==> src/shared/sbtc_pkg.sv <==
// sbtc_pkg: register map, field positions and reset values of the 16-bit timer/counter
// assumes a 32-bit avalon-mm slave with word-aligned registers
package sbtc_pkg;
	// ****************************************
	// register offsets (byte addresses)
	// ****************************************
	localparam logic [3:0] sbtc_off_count_low_byte  = 4'h0;
	localparam logic [3:0] sbtc_off_count_high_byte = 4'h4;
	localparam logic [3:0] sbtc_off_timer_control   = 4'h8;
	localparam logic [3:0] sbtc_off_irq_regs        = 4'hc;
	// ****************************************
	// timer_control fields
	// ****************************************
	localparam int sbtc_bit_run_enable           = 0;
	localparam int sbtc_bit_clock_source_sel     = 1;
	localparam int sbtc_bit_sync_disable         = 2;
	localparam int sbtc_bit_time_base_select_lo  = 3;
	localparam int sbtc_bit_prescale_lo          = 4;
	localparam int sbtc_bit_prescale_hi          = 5;
	localparam int sbtc_bit_time_base_select_hi  = 6;
	localparam int sbtc_bit_sixteen_bit_access   = 7;
	// ****************************************
	// irq register fields (flag, enable, companion osc enable)
	// ****************************************
	localparam int sbtc_bit_overflow_flag        = 0;
	localparam int sbtc_bit_overflow_irq_enable  = 1;
	localparam int sbtc_bit_companion_osc_enable = 2;
	// ****************************************
	// reset values and constants
	// ****************************************
	localparam logic [7:0]  sbtc_rst_timer_control = 8'h00;
	localparam logic [15:0] sbtc_rst_count         = 16'h0000;
	localparam logic [3:0]  sbtc_mode_special_evt  = 4'hb;
	typedef enum logic [1:0] {
		sbtc_bus_idle = 2'b00,
		sbtc_bus_ack  = 2'b01
	} sbtc_bus_t;
endpackage

==> src/hdl/sbtc_prescale.sv <==
// sbtc_prescale: 1/2/4/8 prescaler on a count-enable pulse
// assumes tick_in is a one-cycle pulse on clk_in
`timescale 1ns/1ns
`default_nettype none
module sbtc_prescale #(
	parameter int WIDTH = 3
) (
	input  wire logic       clk_in,
	input  wire logic       rst_in,
	input  wire logic       clear_in,
	input  wire logic [1:0] sel_in,
	input  wire logic       tick_in,
	output logic            tick_out
);
	logic [WIDTH-1:0] cnt_reg;
	logic [WIDTH-1:0] mask;

	always_comb begin
		unique case (sel_in)
			2'b00: mask = 3'h0;
			2'b01: mask = 3'h1;
			2'b10: mask = 3'h3;
			2'b11: mask = 3'h7;
		endcase
	end

	assign tick_out = tick_in && ((cnt_reg & mask) == mask);

	always_ff @(posedge clk_in or posedge rst_in) begin
		if (rst_in) begin
			cnt_reg <= 3'h0;
		end else if (clear_in) begin
			cnt_reg <= 3'h0;
		end else if (tick_in) begin
			cnt_reg <= tick_out ? 3'h0 : cnt_reg + 3'h1;
		end
	end
endmodule
`default_nettype wire

==> src/hdl/sbtc_sync3.sv <==
// sbtc_sync3: three-flop synchroniser, change counts once flops two and three agree
// assumes the input is asynchronous to clk_in
`timescale 1ns/1ns
`default_nettype none
module sbtc_sync3 (
	input  wire logic clk_in,
	input  wire logic rst_in,
	input  wire logic d_in,
	output var  logic q_out
);
	logic s1_reg;
	logic s2_reg;
	logic s3_reg;

	always_ff @(posedge clk_in or posedge rst_in) begin
		if (rst_in) begin
			s1_reg <= 1'b0;
			s2_reg <= 1'b0;
			s3_reg <= 1'b0;
			q_out  <= 1'b0;
		end else begin
			s1_reg <= d_in;
			s2_reg <= s1_reg;
			s3_reg <= s2_reg;
			// a level is accepted only when two stable samples agree
			if (s2_reg == s3_reg) begin
				q_out <= s3_reg;
			end
		end
	end
endmodule
`default_nettype wire

==> src/hdl/sbtc_timer.sv <==
// sbtc_timer: 16-bit timer/counter with prescaler, buffered 16-bit access,
// overflow flag and special-event reset, reached over avalon-mm
// assumes ref_clk_in is the instruction clock; external pins are asynchronous
//
// Decided for this implementation: the Avalon-MM register port and the address map.
`timescale 1ns/1ns
`default_nettype none
module sbtc_timer
	import sbtc_pkg::*;
(
	input  wire logic        ref_clk_in,
	input  wire logic        rst_in,
	input  wire logic [3:0]  avs_address_in,
	input  wire logic        avs_read_in,
	input  wire logic        avs_write_in,
	input  wire logic [31:0] avs_writedata_in,
	input  wire logic [3:0]  avs_byteenable_in,
	output logic      [31:0] avs_readdata_out,
	output logic             avs_waitrequest_out,
	input  wire logic        ext_count_clock_pin_in,
	input  wire logic        companion_osc_clk_in,
	input  wire logic [1:0]  shared_pins_in,
	input  wire logic        capcomp_unit_one_trig_in,
	input  wire logic        capcomp_unit_two_trig_in,
	input  wire logic [3:0]  capcomp_unit_one_mode_in,
	input  wire logic [3:0]  capcomp_unit_two_mode_in,
	output logic [1:0]       shared_pins_read_out,
	output logic             unit_one_uses_this_out,
	output logic             unit_two_uses_this_out,
	output logic             overflow_irq_out,
	output logic [15:0]      count_out
);
	import sbtc_pkg::*;

	// ****************************************
	// registers
	// ****************************************
	logic [7:0]  timer_control_reg;
	logic [15:0] count_reg;
	logic [7:0]  high_buffer_reg;
	logic        overflow_flag_reg;
	logic        overflow_irq_enable_reg;
	logic        companion_osc_enable_reg;
	sbtc_bus_t   bus_state_reg;

	logic run_en;
	logic clk_sel;
	logic sync_dis;
	logic sixteen_bit_access_en;
	logic [1:0] presc_sel;
	assign run_en    = timer_control_reg[sbtc_bit_run_enable];
	assign clk_sel   = timer_control_reg[sbtc_bit_clock_source_sel];
	assign sync_dis  = timer_control_reg[sbtc_bit_sync_disable];
	assign sixteen_bit_access_en = timer_control_reg[sbtc_bit_sixteen_bit_access];
	assign presc_sel = {timer_control_reg[sbtc_bit_prescale_hi],
		timer_control_reg[sbtc_bit_prescale_lo]};

	// ****************************************
	// bus decode: every access answers one cycle after request
	// ****************************************
	logic acc;
	logic wr_low;
	logic wr_high;
	logic wr_ctrl;
	logic wr_irq;
	logic rd_low;
	assign acc     = (avs_read_in || avs_write_in) && bus_state_reg == sbtc_bus_idle;
	assign wr_low  = acc && avs_write_in && avs_byteenable_in[0]
		&& avs_address_in == sbtc_off_count_low_byte;
	assign wr_high = acc && avs_write_in && avs_byteenable_in[0]
		&& avs_address_in == sbtc_off_count_high_byte;
	assign wr_ctrl = acc && avs_write_in && avs_byteenable_in[0]
		&& avs_address_in == sbtc_off_timer_control;
	assign wr_irq  = acc && avs_write_in && avs_byteenable_in[0]
		&& avs_address_in == sbtc_off_irq_regs;
	assign rd_low  = acc && avs_read_in && avs_address_in == sbtc_off_count_low_byte;

	always_ff @(posedge ref_clk_in or posedge rst_in) begin
		if (rst_in) begin
			bus_state_reg       <= sbtc_bus_idle;
			avs_waitrequest_out <= 1'b1;
		end else begin
			unique case (bus_state_reg)
				sbtc_bus_idle: begin
					bus_state_reg       <= acc ? sbtc_bus_ack : sbtc_bus_idle;
					avs_waitrequest_out <= ~acc;
				end
				sbtc_bus_ack: begin
					bus_state_reg       <= sbtc_bus_idle;
					avs_waitrequest_out <= 1'b1;
				end
				default: begin
					bus_state_reg       <= sbtc_bus_idle;
					avs_waitrequest_out <= 1'b1;
				end
			endcase
		end
	end

	always_ff @(posedge ref_clk_in or posedge rst_in) begin
		if (rst_in) begin
			avs_readdata_out <= 32'h0000_0000;
		end else if (acc && avs_read_in) begin
			unique case (avs_address_in)
				sbtc_off_count_low_byte:  avs_readdata_out <= {24'h0, count_reg[7:0]};
				sbtc_off_count_high_byte: avs_readdata_out <=
					{24'h0, sixteen_bit_access_en ? high_buffer_reg : count_reg[15:8]};
				sbtc_off_timer_control:   avs_readdata_out <= {24'h0, timer_control_reg};
				sbtc_off_irq_regs:        avs_readdata_out <= {29'h0,
					companion_osc_enable_reg, overflow_irq_enable_reg, overflow_flag_reg};
				default:                  avs_readdata_out <= 32'h0000_0000;
			endcase
		end
	end

	// ****************************************
	// control and irq configuration
	// ****************************************
	always_ff @(posedge ref_clk_in or posedge rst_in) begin
		if (rst_in) begin
			timer_control_reg <= sbtc_rst_timer_control;
		end else if (wr_ctrl) begin
			timer_control_reg <= avs_writedata_in[7:0];
		end
	end

	always_ff @(posedge ref_clk_in or posedge rst_in) begin
		if (rst_in) begin
			overflow_irq_enable_reg  <= 1'b0;
			companion_osc_enable_reg <= 1'b0;
		end else if (wr_irq) begin
			overflow_irq_enable_reg  <= avs_writedata_in[sbtc_bit_overflow_irq_enable];
			companion_osc_enable_reg <= avs_writedata_in[sbtc_bit_companion_osc_enable];
		end
	end

	// ****************************************
	// external clock path
	// ****************************************
	logic ext_src;
	logic ext_synced;
	logic ext_raw_q1;
	logic ext_raw_q2;
	logic ext_level;
	logic ext_prev_reg;
	logic seen_fall_reg;
	// source pick: companion oscillator when enabled
	assign ext_src = companion_osc_enable_reg ? companion_osc_clk_in : ext_count_clock_pin_in;

	sbtc_sync3 u_sync (
		.clk_in (ref_clk_in),
		.rst_in (rst_in),
		.d_in   (ext_src),
		.q_out  (ext_synced)
	);
	// the shared pins are outside this clock, so each passes the agreement filter
	logic [1:0] pins_synced;
	for (genvar g = 0; g < 2; g++) begin : g_pin_sync
		sbtc_sync3 u_pin_sync (
			.clk_in (ref_clk_in),
			.rst_in (rst_in),
			.d_in   (shared_pins_in[g]),
			.q_out  (pins_synced[g])
		);
	end

	// unsynchronised path still needs sampling to live in this clock; it skips the
	// agreement filter, so it reacts two cycles sooner but may glitch
	always_ff @(posedge ref_clk_in or posedge rst_in) begin
		if (rst_in) begin
			ext_raw_q1 <= 1'b0;
			ext_raw_q2 <= 1'b0;
		end else begin
			ext_raw_q1 <= ext_src;
			ext_raw_q2 <= ext_raw_q1;
		end
	end

	assign ext_level = sync_dis ? ext_raw_q2 : ext_synced;

	always_ff @(posedge ref_clk_in or posedge rst_in) begin
		if (rst_in) begin
			ext_prev_reg  <= 1'b0;
			seen_fall_reg <= 1'b0;
		end else begin
			ext_prev_reg <= ext_level;
			if (!clk_sel || !run_en) begin
				seen_fall_reg <= 1'b0;
			end else if (ext_prev_reg && !ext_level) begin
				seen_fall_reg <= 1'b1;
			end
		end
	end

	// ****************************************
	// count path
	// ****************************************
	logic raw_tick;
	logic pre_tick;
	logic async_mode;
	assign async_mode = clk_sel && sync_dis;
	assign raw_tick = run_en && (clk_sel ? (seen_fall_reg && !ext_prev_reg && ext_level)
		: 1'b1);

	sbtc_prescale #(.WIDTH(3)) u_presc (
		.clk_in   (ref_clk_in),
		.rst_in   (rst_in),
		.clear_in (wr_low),
		.sel_in   (presc_sel),
		.tick_in  (raw_tick),
		.tick_out (pre_tick)
	);

	logic u1_this;
	logic u2_this;
	assign u1_this = timer_control_reg[sbtc_bit_time_base_select_hi];
	assign u2_this = timer_control_reg[sbtc_bit_time_base_select_hi]
		|| timer_control_reg[sbtc_bit_time_base_select_lo];

	logic evt_one;
	logic evt_two;
	logic evt_reset;
	assign evt_one   = capcomp_unit_one_trig_in && u1_this
		&& capcomp_unit_one_mode_in == sbtc_mode_special_evt;
	assign evt_two   = capcomp_unit_two_trig_in && u2_this
		&& capcomp_unit_two_mode_in == sbtc_mode_special_evt;
	assign evt_reset = (evt_one || evt_two) && !async_mode;

	logic overflow;
	assign overflow = pre_tick && count_reg == 16'hffff;

	always_ff @(posedge ref_clk_in or posedge rst_in) begin
		if (rst_in) begin
			count_reg <= sbtc_rst_count;
		end else if (wr_low) begin
			count_reg <= {sixteen_bit_access_en ? high_buffer_reg : count_reg[15:8],
				avs_writedata_in[7:0]};
		end else if (wr_high && !sixteen_bit_access_en) begin
			count_reg <= {avs_writedata_in[7:0], count_reg[7:0]};
		end else if (evt_reset) begin
			count_reg <= sbtc_rst_count;
		end else if (pre_tick) begin
			count_reg <= count_reg + 16'h0001;
		end
	end

	always_ff @(posedge ref_clk_in or posedge rst_in) begin
		if (rst_in) begin
			high_buffer_reg <= 8'h00;
		end else if (wr_high && sixteen_bit_access_en) begin
			high_buffer_reg <= avs_writedata_in[7:0];
		end else if (rd_low && sixteen_bit_access_en) begin
			high_buffer_reg <= count_reg[15:8];
		end
	end

	// flag set from wrap or a bus write of 1, never from trigger
	always_ff @(posedge ref_clk_in or posedge rst_in) begin
		if (rst_in) begin
			overflow_flag_reg <= 1'b0;
		end else if (overflow && !wr_low && !(wr_high && !sixteen_bit_access_en)
			&& !evt_reset) begin
			overflow_flag_reg <= 1'b1;
		end else if (wr_irq) begin
			overflow_flag_reg <= avs_writedata_in[sbtc_bit_overflow_flag];
		end
	end

	// ****************************************
	// outputs
	// ****************************************
	always_ff @(posedge ref_clk_in or posedge rst_in) begin
		if (rst_in) begin
			overflow_irq_out       <= 1'b0;
			shared_pins_read_out   <= 2'b00;
			unit_one_uses_this_out <= 1'b0;
			unit_two_uses_this_out <= 1'b0;
			count_out              <= sbtc_rst_count;
		end else begin
			overflow_irq_out <= overflow_flag_reg && overflow_irq_enable_reg;
			// pins read zero with osc on
			shared_pins_read_out   <= companion_osc_enable_reg ? 2'b00 : pins_synced;
			unit_one_uses_this_out <= u1_this;
			unit_two_uses_this_out <= u2_this;
			count_out              <= count_reg;
		end
	end

	// ****************************************
	// assertions
	// ****************************************
	a_wrap_to_zero: assert property (@(posedge ref_clk_in) disable iff (rst_in)
		(overflow && !wr_low && !wr_high && !evt_reset) |=> count_reg == 16'h0000)
		else $error("count did not wrap to zero");
	a_flag_on_wrap: assert property (@(posedge ref_clk_in) disable iff (rst_in)
		(overflow && !wr_low && !wr_high && !evt_reset) |=> overflow_flag_reg)
		else $error("overflow flag not set");
	a_halt_holds: assert property (@(posedge ref_clk_in) disable iff (rst_in)
		(!run_en && !wr_low && !wr_high && !evt_reset) |=> $stable(count_reg))
		else $error("count moved while halted");
	a_evt_clears: assert property (@(posedge ref_clk_in) disable iff (rst_in)
		(evt_reset && !wr_low && !wr_high) |=> count_reg == 16'h0000)
		else $error("special event did not reset");
	a_write_wins: assert property (@(posedge ref_clk_in) disable iff (rst_in)
		(wr_low && evt_reset) |=> count_reg[7:0] == $past(avs_writedata_in[7:0]))
		else $error("write lost to special event");
	a_buf_latch: assert property (@(posedge ref_clk_in) disable iff (rst_in)
		(rd_low && sixteen_bit_access_en && !wr_high)
		|=> high_buffer_reg == $past(count_reg[15:8]))
		else $error("high buffer not latched");
	a_hi_hidden: assert property (@(posedge ref_clk_in) disable iff (rst_in)
		(wr_high && sixteen_bit_access_en && !pre_tick && !evt_reset)
		|=> $stable(count_reg[15:8]))
		else $error("live high byte written directly");
	a_timer_tick: assert property (@(posedge ref_clk_in) disable iff (rst_in)
		(run_en && !clk_sel && presc_sel == 2'b00 && !wr_low && !wr_high && !evt_reset)
		|=> count_reg == $past(count_reg) + 16'h0001)
		else $error("timer mode missed a cycle");
	a_osc_pins: assert property (@(posedge ref_clk_in) disable iff (rst_in)
		companion_osc_enable_reg |=> shared_pins_read_out == 2'b00)
		else $error("shared pins not read as zero");
	a_ack_one: assert property (@(posedge ref_clk_in) disable iff (rst_in)
		acc |=> !avs_waitrequest_out ##1 avs_waitrequest_out)
		else $error("bus answer not one cycle");
	c_overflow: cover property (@(posedge ref_clk_in) disable iff (rst_in) overflow);
	c_evt:      cover property (@(posedge ref_clk_in) disable iff (rst_in) evt_reset);
	c_ext:      cover property (@(posedge ref_clk_in) disable iff (rst_in) clk_sel && pre_tick);
	c_buf_read: cover property (@(posedge ref_clk_in) disable iff (rst_in)
		rd_low && sixteen_bit_access_en);
endmodule
`default_nettype wire

==> config.mk <==
export PLATFORM = sky130hd
export DESIGN_NAME = sbtc_timer
export DESIGN_NICKNAME = d
export VERILOG_FILES = /design/src/shared/sbtc_pkg.sv /design/src/hdl/sbtc_prescale.sv /design/src/hdl/sbtc_sync3.sv /design/src/hdl/sbtc_timer.sv
export SDC_FILE = /design/constraint.sdc
export NUM_CORES = 1
export LEC_CHECK = 0
export BUFFER_PORTS_ARGS = -buffer_cell sky130_fd_sc_hd__buf_2
export CELL_PAD_IN_SITES_DETAIL_PLACEMENT = 1
export CELL_PAD_IN_SITES_GLOBAL_PLACEMENT = 2
export CORE_AREA = 2 2 112 114
export CTS_CLUSTER_DIAMETER = 60
export DETAILED_ROUTE_END_ITERATION = 8
export DIE_AREA = 0 0 114 116
export GPL_ROUTABILITY_DRIVEN = 0
export PLACE_DENSITY = 0.83
export SLEW_MARGIN = 25
export SYNTH_ARGS = -nofsm -noshare
export SYNTH_HDL_FRONTEND = slang
export SYNTH_SLANG_ARGS = --single-unit
==> constraint.sdc <==
create_clock -name ref_clk_in -period 4.7 [get_ports ref_clk_in]
set_clock_uncertainty 0.2 [all_clocks]
set_input_delay 0.705 -clock ref_clk_in [delete_from_list [all_inputs] [get_ports ref_clk_in]]
set_output_delay 0.705 -clock ref_clk_in [all_outputs]
set_load 0.005 [all_outputs]
==> results_dict.tcl, run 1 <==
set metrics [dict create \
    clkTransAtPathRegs_ns 0.07 \
    insertion_delay_ns 0.35 \
    path_cells "buf_2 > nor4_4 > and2_1 > a21oi_1 > a21oi_4 > mux2_4" \
    ir_worst_vdd_uv 202.4 \
    antenna_found_initial 0 \
    swShare 0.2999 \
    nets 507 \
    synthMuxAreaShare 0.07662 \
    synth_seq_area_share 0.5030 \
    n_fill_cell 1348 \
    min_path_cells 0 \
    synth-edff-count 0 \
    num_rows 40 \
    syn_area_per_cell_um2 10.59 \
    critical_path.endpoint_type "register" \
    drt_iter0_markers 219 \
    syn-cell-area_um2 4131 \
    cp.arrival_ns 3.04 \
    rr_worst_depth 5 \
    grt_overflow 0 \
    use_met2 0.3071 \
    htree_levels 3 \
    setup_viol 0 \
    final_util 0.4018 \
    grt_use_met3 0.03452 \
    via_per_inst 5.521 \
    synth_compound_area_frac 0.1841 \
    combPwrFrac 0.176 \
    synth-simple-area-share 0.1393 \
    syn-instance-count 390 \
    pin_count 112 \
    die_y_um 116 \
    clock.fmax_ghz 0.3328 \
    hold_class "register to register" \
    synth_top_family_by_area "compound AO/OA/AOI/OAI gates" \
    yosysWarnings 0 \
    numCtsBuffers 9 \
    synthToLayoutAreaGrowth_pct 15.84 \
    synth_xor_area_frac 0.008480 \
    synth-seq-cells 83 \
    cts.path.max_buffers 2 \
    portBuffers 60 \
    hold_viol_final 0 \
    p_leak_nw 2.140 \
    totalWireLength_mm 11.72 \
    vias 3307 \
    grt_pass1_wl_mm 18.86 \
    yosysMostFrequentCell "dfrtp_1" \
    cp_slowest_cell "and2_1" \
    critPathMaxFanout 18 \
    synth_common_cells "82 x dfrtp_1, 35 x nand2_1, 30 x nor2_1" \
    drt_first_pass_iters 4 \
    cts_setup_buffers 0 \
    synth_adder_area_share 0.01333 \
    use_met1 0.2525 \
    status "finished, final reports clean" \
    clock_sinks 83 \
    grt_max_degree 59 \
    grt.total_usage 0.1873 \
    yosysTopAreaCellShare 0.4967 \
    clockPowerShare 0.370 \
    synth.area.top_cells "dfrtp_1 50%, buf_4 4.5%, mux2_2 3.3%" \
    power_switching_uw 633.5 \
    die_area_um2 13220 \
    cts_tree "yes" \
    core-area_um2 11910 \
    max_slew_margin 0.4861 \
    hold_buffers 0 \
    start_util 0.3468 \
    rsz0062_at_grt "false" \
    internal_power_mw 1.479 \
    max_stage_delay_ns 0.71 \
    drc 0 \
    grt_pass1_vias 3432 \
    antenna_left 0 \
    p_per_area_nw_per_um2 441.4 \
    cp.required_ns 4.73 \
    yosys.cell_types.count 61 \
    maxSlewViolCount 0 \
    drive_gt1_frac 0.2323 \
    finalCritPeriodShare 0.6393 \
    tightest_slew_ns 0.7628 \
    synth_flop_cell "dfrtp_1" \
    fin_setup_tns_ns 0 \
    yosys.area.top_type "dfrtp_1" \
    cap_viol_max_count 0 \
    startpoint_type "input pin" \
    synthArstFlopShare 1.000 \
    power_frac_seq 0.454 \
    rrSetupSlack_ns 2.03 \
    crit_type "input pin to register" \
    die_width_um 114 \
    fin_crit_ns 3.005 \
    cts-root-buf "clkbuf_16" \
    finalPower_mw 2.113 \
    dp_hpwl_mm 8.368 \
    wl_per_cell_um 19.57 \
    grt.busiest_layer "met2" \
    antenna_cells 0 \
    cts-resized-gates 0 \
]
[worst max-delay path: cells and delay by family]
family                 cells  cell delay (ns)
AO/OA/AOI/OAI              2             0.57
buffers and inverters      1             0.23
multiplexers               1             0.33
AND/OR/NAND/NOR            2             1.20
[final timing paths]
path	end	from
worst min-delay path	g_pin_sync[0].u_pin_sync.s2_reg	g_pin_sync[0].u_pin_sync.s1_reg
worst max register to register	count_reg[15]	timer_control_reg[7]
min in group asynchronous	shared_pins_read_out[0]	rst_in
worst max-delay path	count_reg[1]	avs_address_in[2]
max in group asynchronous	count_reg[3]	rst_in
worst min register to register	g_pin_sync[0].u_pin_sync.s2_reg	g_pin_sync[0].u_pin_sync.s1_reg
[metrics by stage]
stage	instance area, µm²	setup WS [ns]	hold slack, ns	instances
after floorplan	4218	1.660	0.1312	413
after global placement	4457	1.394	0.1316	583
after detailed placement	4457	1.370	0.1356	583
after CTS	4785	1.737	0.1496	599
after global routing	4786	1.586	0.1615	599
final	4786	1.696	0.1465	599
[cells by family after synthesis]
kind of cell,after synthesis
compound gates,105
buf+inv,52
xor+xnor,4
simple gates,115
mux,25
fa+ha+maj,5
other cells,1
flops,83
[cell type report]
cell class	count	area, µm²	share of cell area
multi-input cells	278	1833	0.3830
clock buffers	9	225.2	0.04706
repair buffers	61	307.8	0.06431
flip-flops and latches	83	2078	0.4342
well taps	147	183.9	0.03843
inverters	14	55.05	0.01150
clock inverters	7	102.6	0.02144
[power groups by stage]
stage / sequential [mW] / combinational, mW / clock, mW
floorplan: 0.924 / 0.270 / 0
global placement: 0.966 / 0.355 / 0
detailed placement: 0.970 / 0.368 / 0
CTS: 0.959 / 0.372 / 0.800
global route: 0.976 / 0.411 / 0.826
finish: 0.959 / 0.371 / 0.782
[layout by cell type (no fill, tap or decap), drive strengths merged, types with 5 or more instances in the layout]
master / synthesis / routed
and2: 5 / 5
mux2i: 8 / 8
o22ai: 6 / 6
a22o: 7 / 7
clkbuf: 4 / 9
conb: 1 / 24
nand3: 8 / 8
nor2: 30 / 30
nand4: 6 / 6
buf: 34 / 61
nand2: 35 / 35
a22oi: 6 / 6
o22a: 5 / 5
nor3: 5 / 5
a211oi: 6 / 6
mux2: 14 / 14
o21ai: 21 / 21
dfrtp: 82 / 82
a21oi: 22 / 22
inv: 14 / 18
nor2b: 6 / 6
[per-layer routing]
layer / wire, µm / share of wire / vias up
met1: 5172 / 0.44 / 1700
li1: - / - / 1500
met3: 620 / 0.053 / 15
met2: 5710 / 0.49 / 92
met4: 218 / 0.019 / 0
met5: 0 / 0 / -
Note: power is estimated with default switching activity, not from simulation.
==> inputs of run 2 (changes only) <==
- CORE_AREA: 2 2 112 114 -> 2 2 123 125
- DIE_AREA: 0 0 114 116 -> 0 0 125 127
- PLACE_DENSITY: 0.83 -> 0.73
- clock period: 4.7 -> 2.6 ns (I/O delays scaled with it)
==> run 2 against run 1 <==
Compared with the run above:
- sequential share of layout area decreased by 2.3 points
- routed wire length increased by 7.6%
- non-clock buffer count increased by 30
- critical endpoint is now count_reg[5]
==> results_dict.tcl, run 2 (same netlist as run 1, synthesis figures left out) <==
set metrics [dict create \
    status "finished, final reports clean" \
    hold_viol_final 0 \
    cts_tree "yes" \
    setup_viol 0 \
    startpoint_type "register" \
    hold_buffers 3 \
    drt_iter0_markers 151 \
    insertion_delay_ns 0.36 \
    grt_max_degree 84 \
    critical_path.endpoint_type "register" \
    grt_pass1_vias 3640 \
    cp.arrival_ns 2.38 \
    rr_endpoint "count_reg[5]" \
    critPathTopFamily "compound AO/OA/AOI/OAI gates" \
    tightest_slew_ns 0.7362 \
    cts.path.max_buffers 2 \
    clock_sinks 83 \
    finalCritPeriodShare 0.8994 \
    dp_hpwl_mm 9.446 \
    min_path_cells 2 \
    htree_levels 3 \
    grt.total_usage 0.1641 \
    start_util 0.2864 \
    drc 0 \
    vias 3389 \
    final_util 0.3507 \
    fin_setup_tns_ns 0 \
    cts_setup_buffers 0 \
    antenna_found_initial 0 \
    path_cells "mux2_4 > a41oi_4 > or3_1 > a21oi_4 > buf_4 > a22o_1" \
    synthToLayoutAreaGrowth_pct 22.44 \
    cp_slowest_cell "dfrtp_1" \
    crit_type "register to register" \
    totalWireLength_mm 12.62 \
    rsz0062_at_grt "false" \
    ir_worst_vdd_uv 293.5 \
    p_per_area_nw_per_um2 754.5 \
    wl_per_cell_um 18.94 \
    cts-resized-gates 0 \
    max_slew_margin 0.5040 \
    numCtsBuffers 9 \
    fin_crit_ns 2.338 \
    num_rows 44 \
    cp.required_ns 2.64 \
    grt_pass1_wl_mm 20.02 \
    die_y_um 127 \
    hold_class "input pin to register" \
    clkTransAtPathRegs_ns 0.07 \
    pin_count 112 \
    antenna_left 0 \
    maxSlewViolCount 0 \
    nets 537 \
    layout_commonest_cell "dfrtp_1" \
    max_stage_delay_ns 0.43 \
    grt_overflow 0 \
    r2r_start "timer_control_reg[2]" \
    core-area_um2 14420 \
    final_cell_mix "82 x dfrtp_1, 60 x buf_2, 35 x nand2_1, 30 x nor2_1, 27 x buf_4" \
    antenna_cells 0 \
    cts-root-buf "clkbuf_16" \
    via_per_inst 5.089 \
    die_area_um2 15880 \
    drt_first_pass_iters 5 \
    min-delay-start "ext_count_clock_pin_in" \
    die_width_um 125 \
    critical_path_buf_inv_count 1 \
    rr_worst_depth 6 \
    critPathMaxFanout 8 \
    min_to "u_sync.s1_reg" \
    cap_viol_max_count 0 \
    p_leak_nw 2.277 \
    portBuffers 60 \
    clock.fmax_ghz 0.4276 \
    drive_gt1_frac 0.2739 \
    rrSetupSlack_ns 0.26 \
]
run 2: cell types whose count changed in the layout (fill, tap and decap cells not counted), sizes merged:
cell	change
buf	+27
bufinv	-1
clkinv	+1
clkinvlp	+2
dlygate4sd3	+3
inv	-2
run 2: cell type report:
| cell class | count | area, µm² |
|---|---|---|
| Clock inverter | 7 | 82.58 |
| Inverter | 14 | 56.30 |
| Timing Repair Buffer | 91 | 553.0 |
| Tap cell | 184 | 230.2 |
| Clock buffer | 9 | 225.2 |
| Multi-Input combinational cell | 278 | 1833 |
| Fill cell | 1651 | 9365 |
| Sequential cell | 83 | 2078 |
run 2: worst max-delay path by stage:
| stage | slack, ns | cells past startpoint | to | from |
|---|---|---|---|---|
| floorplan | 0.41 | 7 | count_reg[1] | avs_address_in[2] |
| global placement | 0.23 | 7 | count_reg[5] | avs_address_in[3] |
| detailed placement | 0.22 | 7 | count_reg[5] | avs_address_in[3] |
| CTS | 0.26 | 6 | count_reg[5] | timer_control_reg[2] |
| global route | 0.16 | 6 | count_reg[6] | timer_control_reg[6] |
| finish | 0.26 | 6 | count_reg[5] | timer_control_reg[2] |
run 2: metal layers:
metal  part of all wire  wire length [µm]  vias up  global-route usage
li1                   -                 -     1554                   -
met1               0.46              5795     1728              0.2170
met2               0.48              6081       98              0.2692
met3              0.047               597        9             0.04062
met4              0.011               142        0             0.04706
met5                  0                 0        -                   0
run 2: metrics by stage:
step / setup WS, ns / hold WS (ns) / std cells / total power [mW] / instance area (µm²)
4_1_cts: 0.2642 / 0.05153 / 666 / 3.873 / 5059
5_1_grt: 0.1585 / 0.07067 / 666 / 4.037 / 5059
2_1_floorplan: 0.4136 / 0.1312 / 413 / 2.158 / 4222
3_5_place_dp: 0.2165 / 0.1358 / 647 / 2.503 / 4721
6_report: 0.2615 / 0.06146 / 666 / 3.817 / 5059
3_3_place_gp: 0.2350 / 0.1325 / 647 / 2.462 / 4721
run 2: power by group:
part | internal, mW | switching (mW) | total, mW
Sequential | 1.51 | 0.188 | 1.69
Clock | 0.759 | 0.581 | 1.34
Combinational | 0.368 | 0.414 | 0.782
Total | 2.63 | 1.18 | 3.82
==> inputs of run 3 (changes only) <==
- CORE_AREA: 2 2 123 125 -> 2 2 112 114
- DIE_AREA: 0 0 125 127 -> 0 0 114 116
- PLACE_DENSITY: 0.73 -> 0.83
- clock period: 2.6 -> 2.9 ns (I/O delays scaled with it)
==> run 3 against run 2 <==
Compared with the run above:
- core utilization increased by 5.9 points
- non-clock buffer count down 15
- final cell count decreased by 7.8%
- maximum frequency fell by 4.9%
- clock-buffer cell count up 1
- total power is 15% lower
- combinational power down 20%
- die area shrank 17%
- setup slack gained 0.18 ns
==> results_dict.tcl, run 3 (same netlist as run 1, synthesis figures left out) <==
set metrics [dict create \
    internal_power_mw 2.232 \
    numCtsBuffers 9 \
    swShare 0.3136 \
    die_y_um 116 \
    pin_count 112 \
    grt.total_usage 0.1893 \
    vias 3317 \
    cts-resized-gates 0 \
    grt_pass1_vias 3381 \
    combPwrFrac 0.192 \
    tightest_slew_ns 0.7481 \
    drc 0 \
    max_slew_margin 0.4960 \
    final_cell_mix "82 x dfrtp_1, 60 x buf_2, 35 x nand2_1, 30 x nor2_1, 24 x conb_1" \
    critical_path.endpoint_type "register" \
    whs_ns 0.1270 \
    portBuffers 60 \
    cts.path.max_buffers 2 \
    antenna_cells 0 \
    clock_sinks 83 \
    fin_setup_tns_ns 0 \
    ir_worst_vdd_uv 243.2 \
    insertion_delay_ns 0.34 \
    nets 522 \
    clock.fmax_ghz 0.4065 \
    synthToLayoutAreaGrowth_pct 18.05 \
    rsz0062_at_grt "false" \
    startpoint_type "register" \
    cp.required_ns 2.93 \
    htree_levels 3 \
    cts_tree "yes" \
    antenna_left 0 \
    crit_type "register to register" \
    maxSlewViolCount 0 \
    grt_pass1_wl_mm 18.94 \
    finalCritPeriodShare 0.8482 \
    p_per_area_nw_per_um2 666.9 \
    rrSetupSlack_ns 0.44 \
    wl_per_cell_um 19.59 \
    critical_path_buf_inv_count 0 \
    critPathTopFamily "simple AND/OR/NAND/NOR gates" \
    critPathMaxFanout 8 \
    hold_class "input pin to register" \
    power_switching_mw 1.020 \
    fin_crit_ns 2.460 \
    totalWireLength_mm 12.03 \
    grt_max_degree 49 \
    core-area_um2 11910 \
    cap_viol_max_count 0 \
    power_frac_seq 0.476 \
    via_per_inst 5.402 \
    cts-root-buf "clkbuf_16" \
    die_area_um2 13220 \
    clockPowerShare 0.332 \
    start_util 0.3468 \
    p_leak_nw 2.191 \
    cp.arrival_ns 2.49 \
    path_cells "mux2_4 > a41oi_4 > or3_1 > a21oi_4 > mux2_4" \
    dp_hpwl_mm 8.736 \
    grt_overflow 0 \
    drive_gt1_frac 0.2484 \
    hold_viol_final 0 \
    drt_iter0_markers 192 \
    drt_first_pass_iters 4 \
    cp_slowest_cell "or3_1" \
    n_fill_cell 1361 \
    setup_viol 0 \
    num_rows 40 \
    layout_commonest_cell "dfrtp_1" \
    status "finished, final reports clean" \
    die_width_um 114 \
    max_stage_delay_ns 0.59 \
    clkTransAtPathRegs_ns 0.07 \
    antenna_found_initial 0 \
    cpMostUsedCell "mux2_4" \
]
==> run 3: cell count changes in the layout (fill, tap and decap cells not counted), sizes merged <==
cell / change
clkinv: +1
clkbuf: +1
buf: -15
bufinv: -1
clkinvlp: -1
==> run 3: final timing paths <==
kind	from	cells past startpoint	to
setup / recovery	timer_control_reg[2]	5	count_reg[1]
hold / removal	ext_count_clock_pin_in	2	u_sync.s1_reg
setup reg to reg	timer_control_reg[2]	5	count_reg[1]
hold reg to reg	g_pin_sync[0].u_pin_sync.s1_reg	0	g_pin_sync[0].u_pin_sync.s2_reg
max in group asynchronous	rst_in	4	count_reg[5]
min in group asynchronous	rst_in	3	shared_pins_read_out[1]
==> run 3: what timing repair did <==
item	4_1_cts	5_1_grt
buffers inserted	0	0
hold endpoints to repair	36	0
hold buffers	3	0
==> run 3: power by group through the flow <==
stage | Sequential (mW) | Combinational [mW] | Clock, mW
finish | 1.55 | 0.624 | 1.08
CTS | 1.55 | 0.628 | 1.10
global route | 1.58 | 0.692 | 1.15
global placement | 1.56 | 0.600 | 0
detailed placement | 1.57 | 0.619 | 0
floorplan | 1.50 | 0.437 | 0
==> run 3: cell type report <==
| class | instances | area, µm² | share of cell area |
|---|---|---|---|
| clock buffer | 10 | 229.0 | 0.04695 |
| clock inverter | 6 | 46.29 | 0.009492 |
| inverter | 14 | 53.80 | 0.01103 |
| multi-input combinational | 278 | 1833 | 0.3758 |
| sequential | 83 | 2078 | 0.4261 |
| tap | 147 | 183.9 | 0.03771 |
| timing repair buffer | 76 | 452.9 | 0.09287 |
==> run 3: routing by layer <==
metal / wire length (µm) / GRT usage / part of all wire
met4: 184 / 0.07073 / 0.015
met5: 0 / 0 / 0
met3: 746 / 0.02615 / 0.062
met1: 5493 / 0.2583 / 0.46
met2: 5606 / 0.3087 / 0.47
==> run 3: stage by stage <==
step / setup slack [ns] / std cells / cell area [µm²] / power, mW / utilization
floorplan: 0.1299 / 413 / 4218 / 1.935 / -
global placement: 0.4938 / 595 / 4572 / 2.158 / 0.3838
detailed placement: 0.4038 / 595 / 4572 / 2.185 / 0.3838
CTS: 0.4561 / 614 / 4877 / 3.279 / 0.4095
global route: 0.3746 / 614 / 4877 / 3.419 / 0.4095
finish: 0.4401 / 614 / 4877 / 3.252 / 0.4095
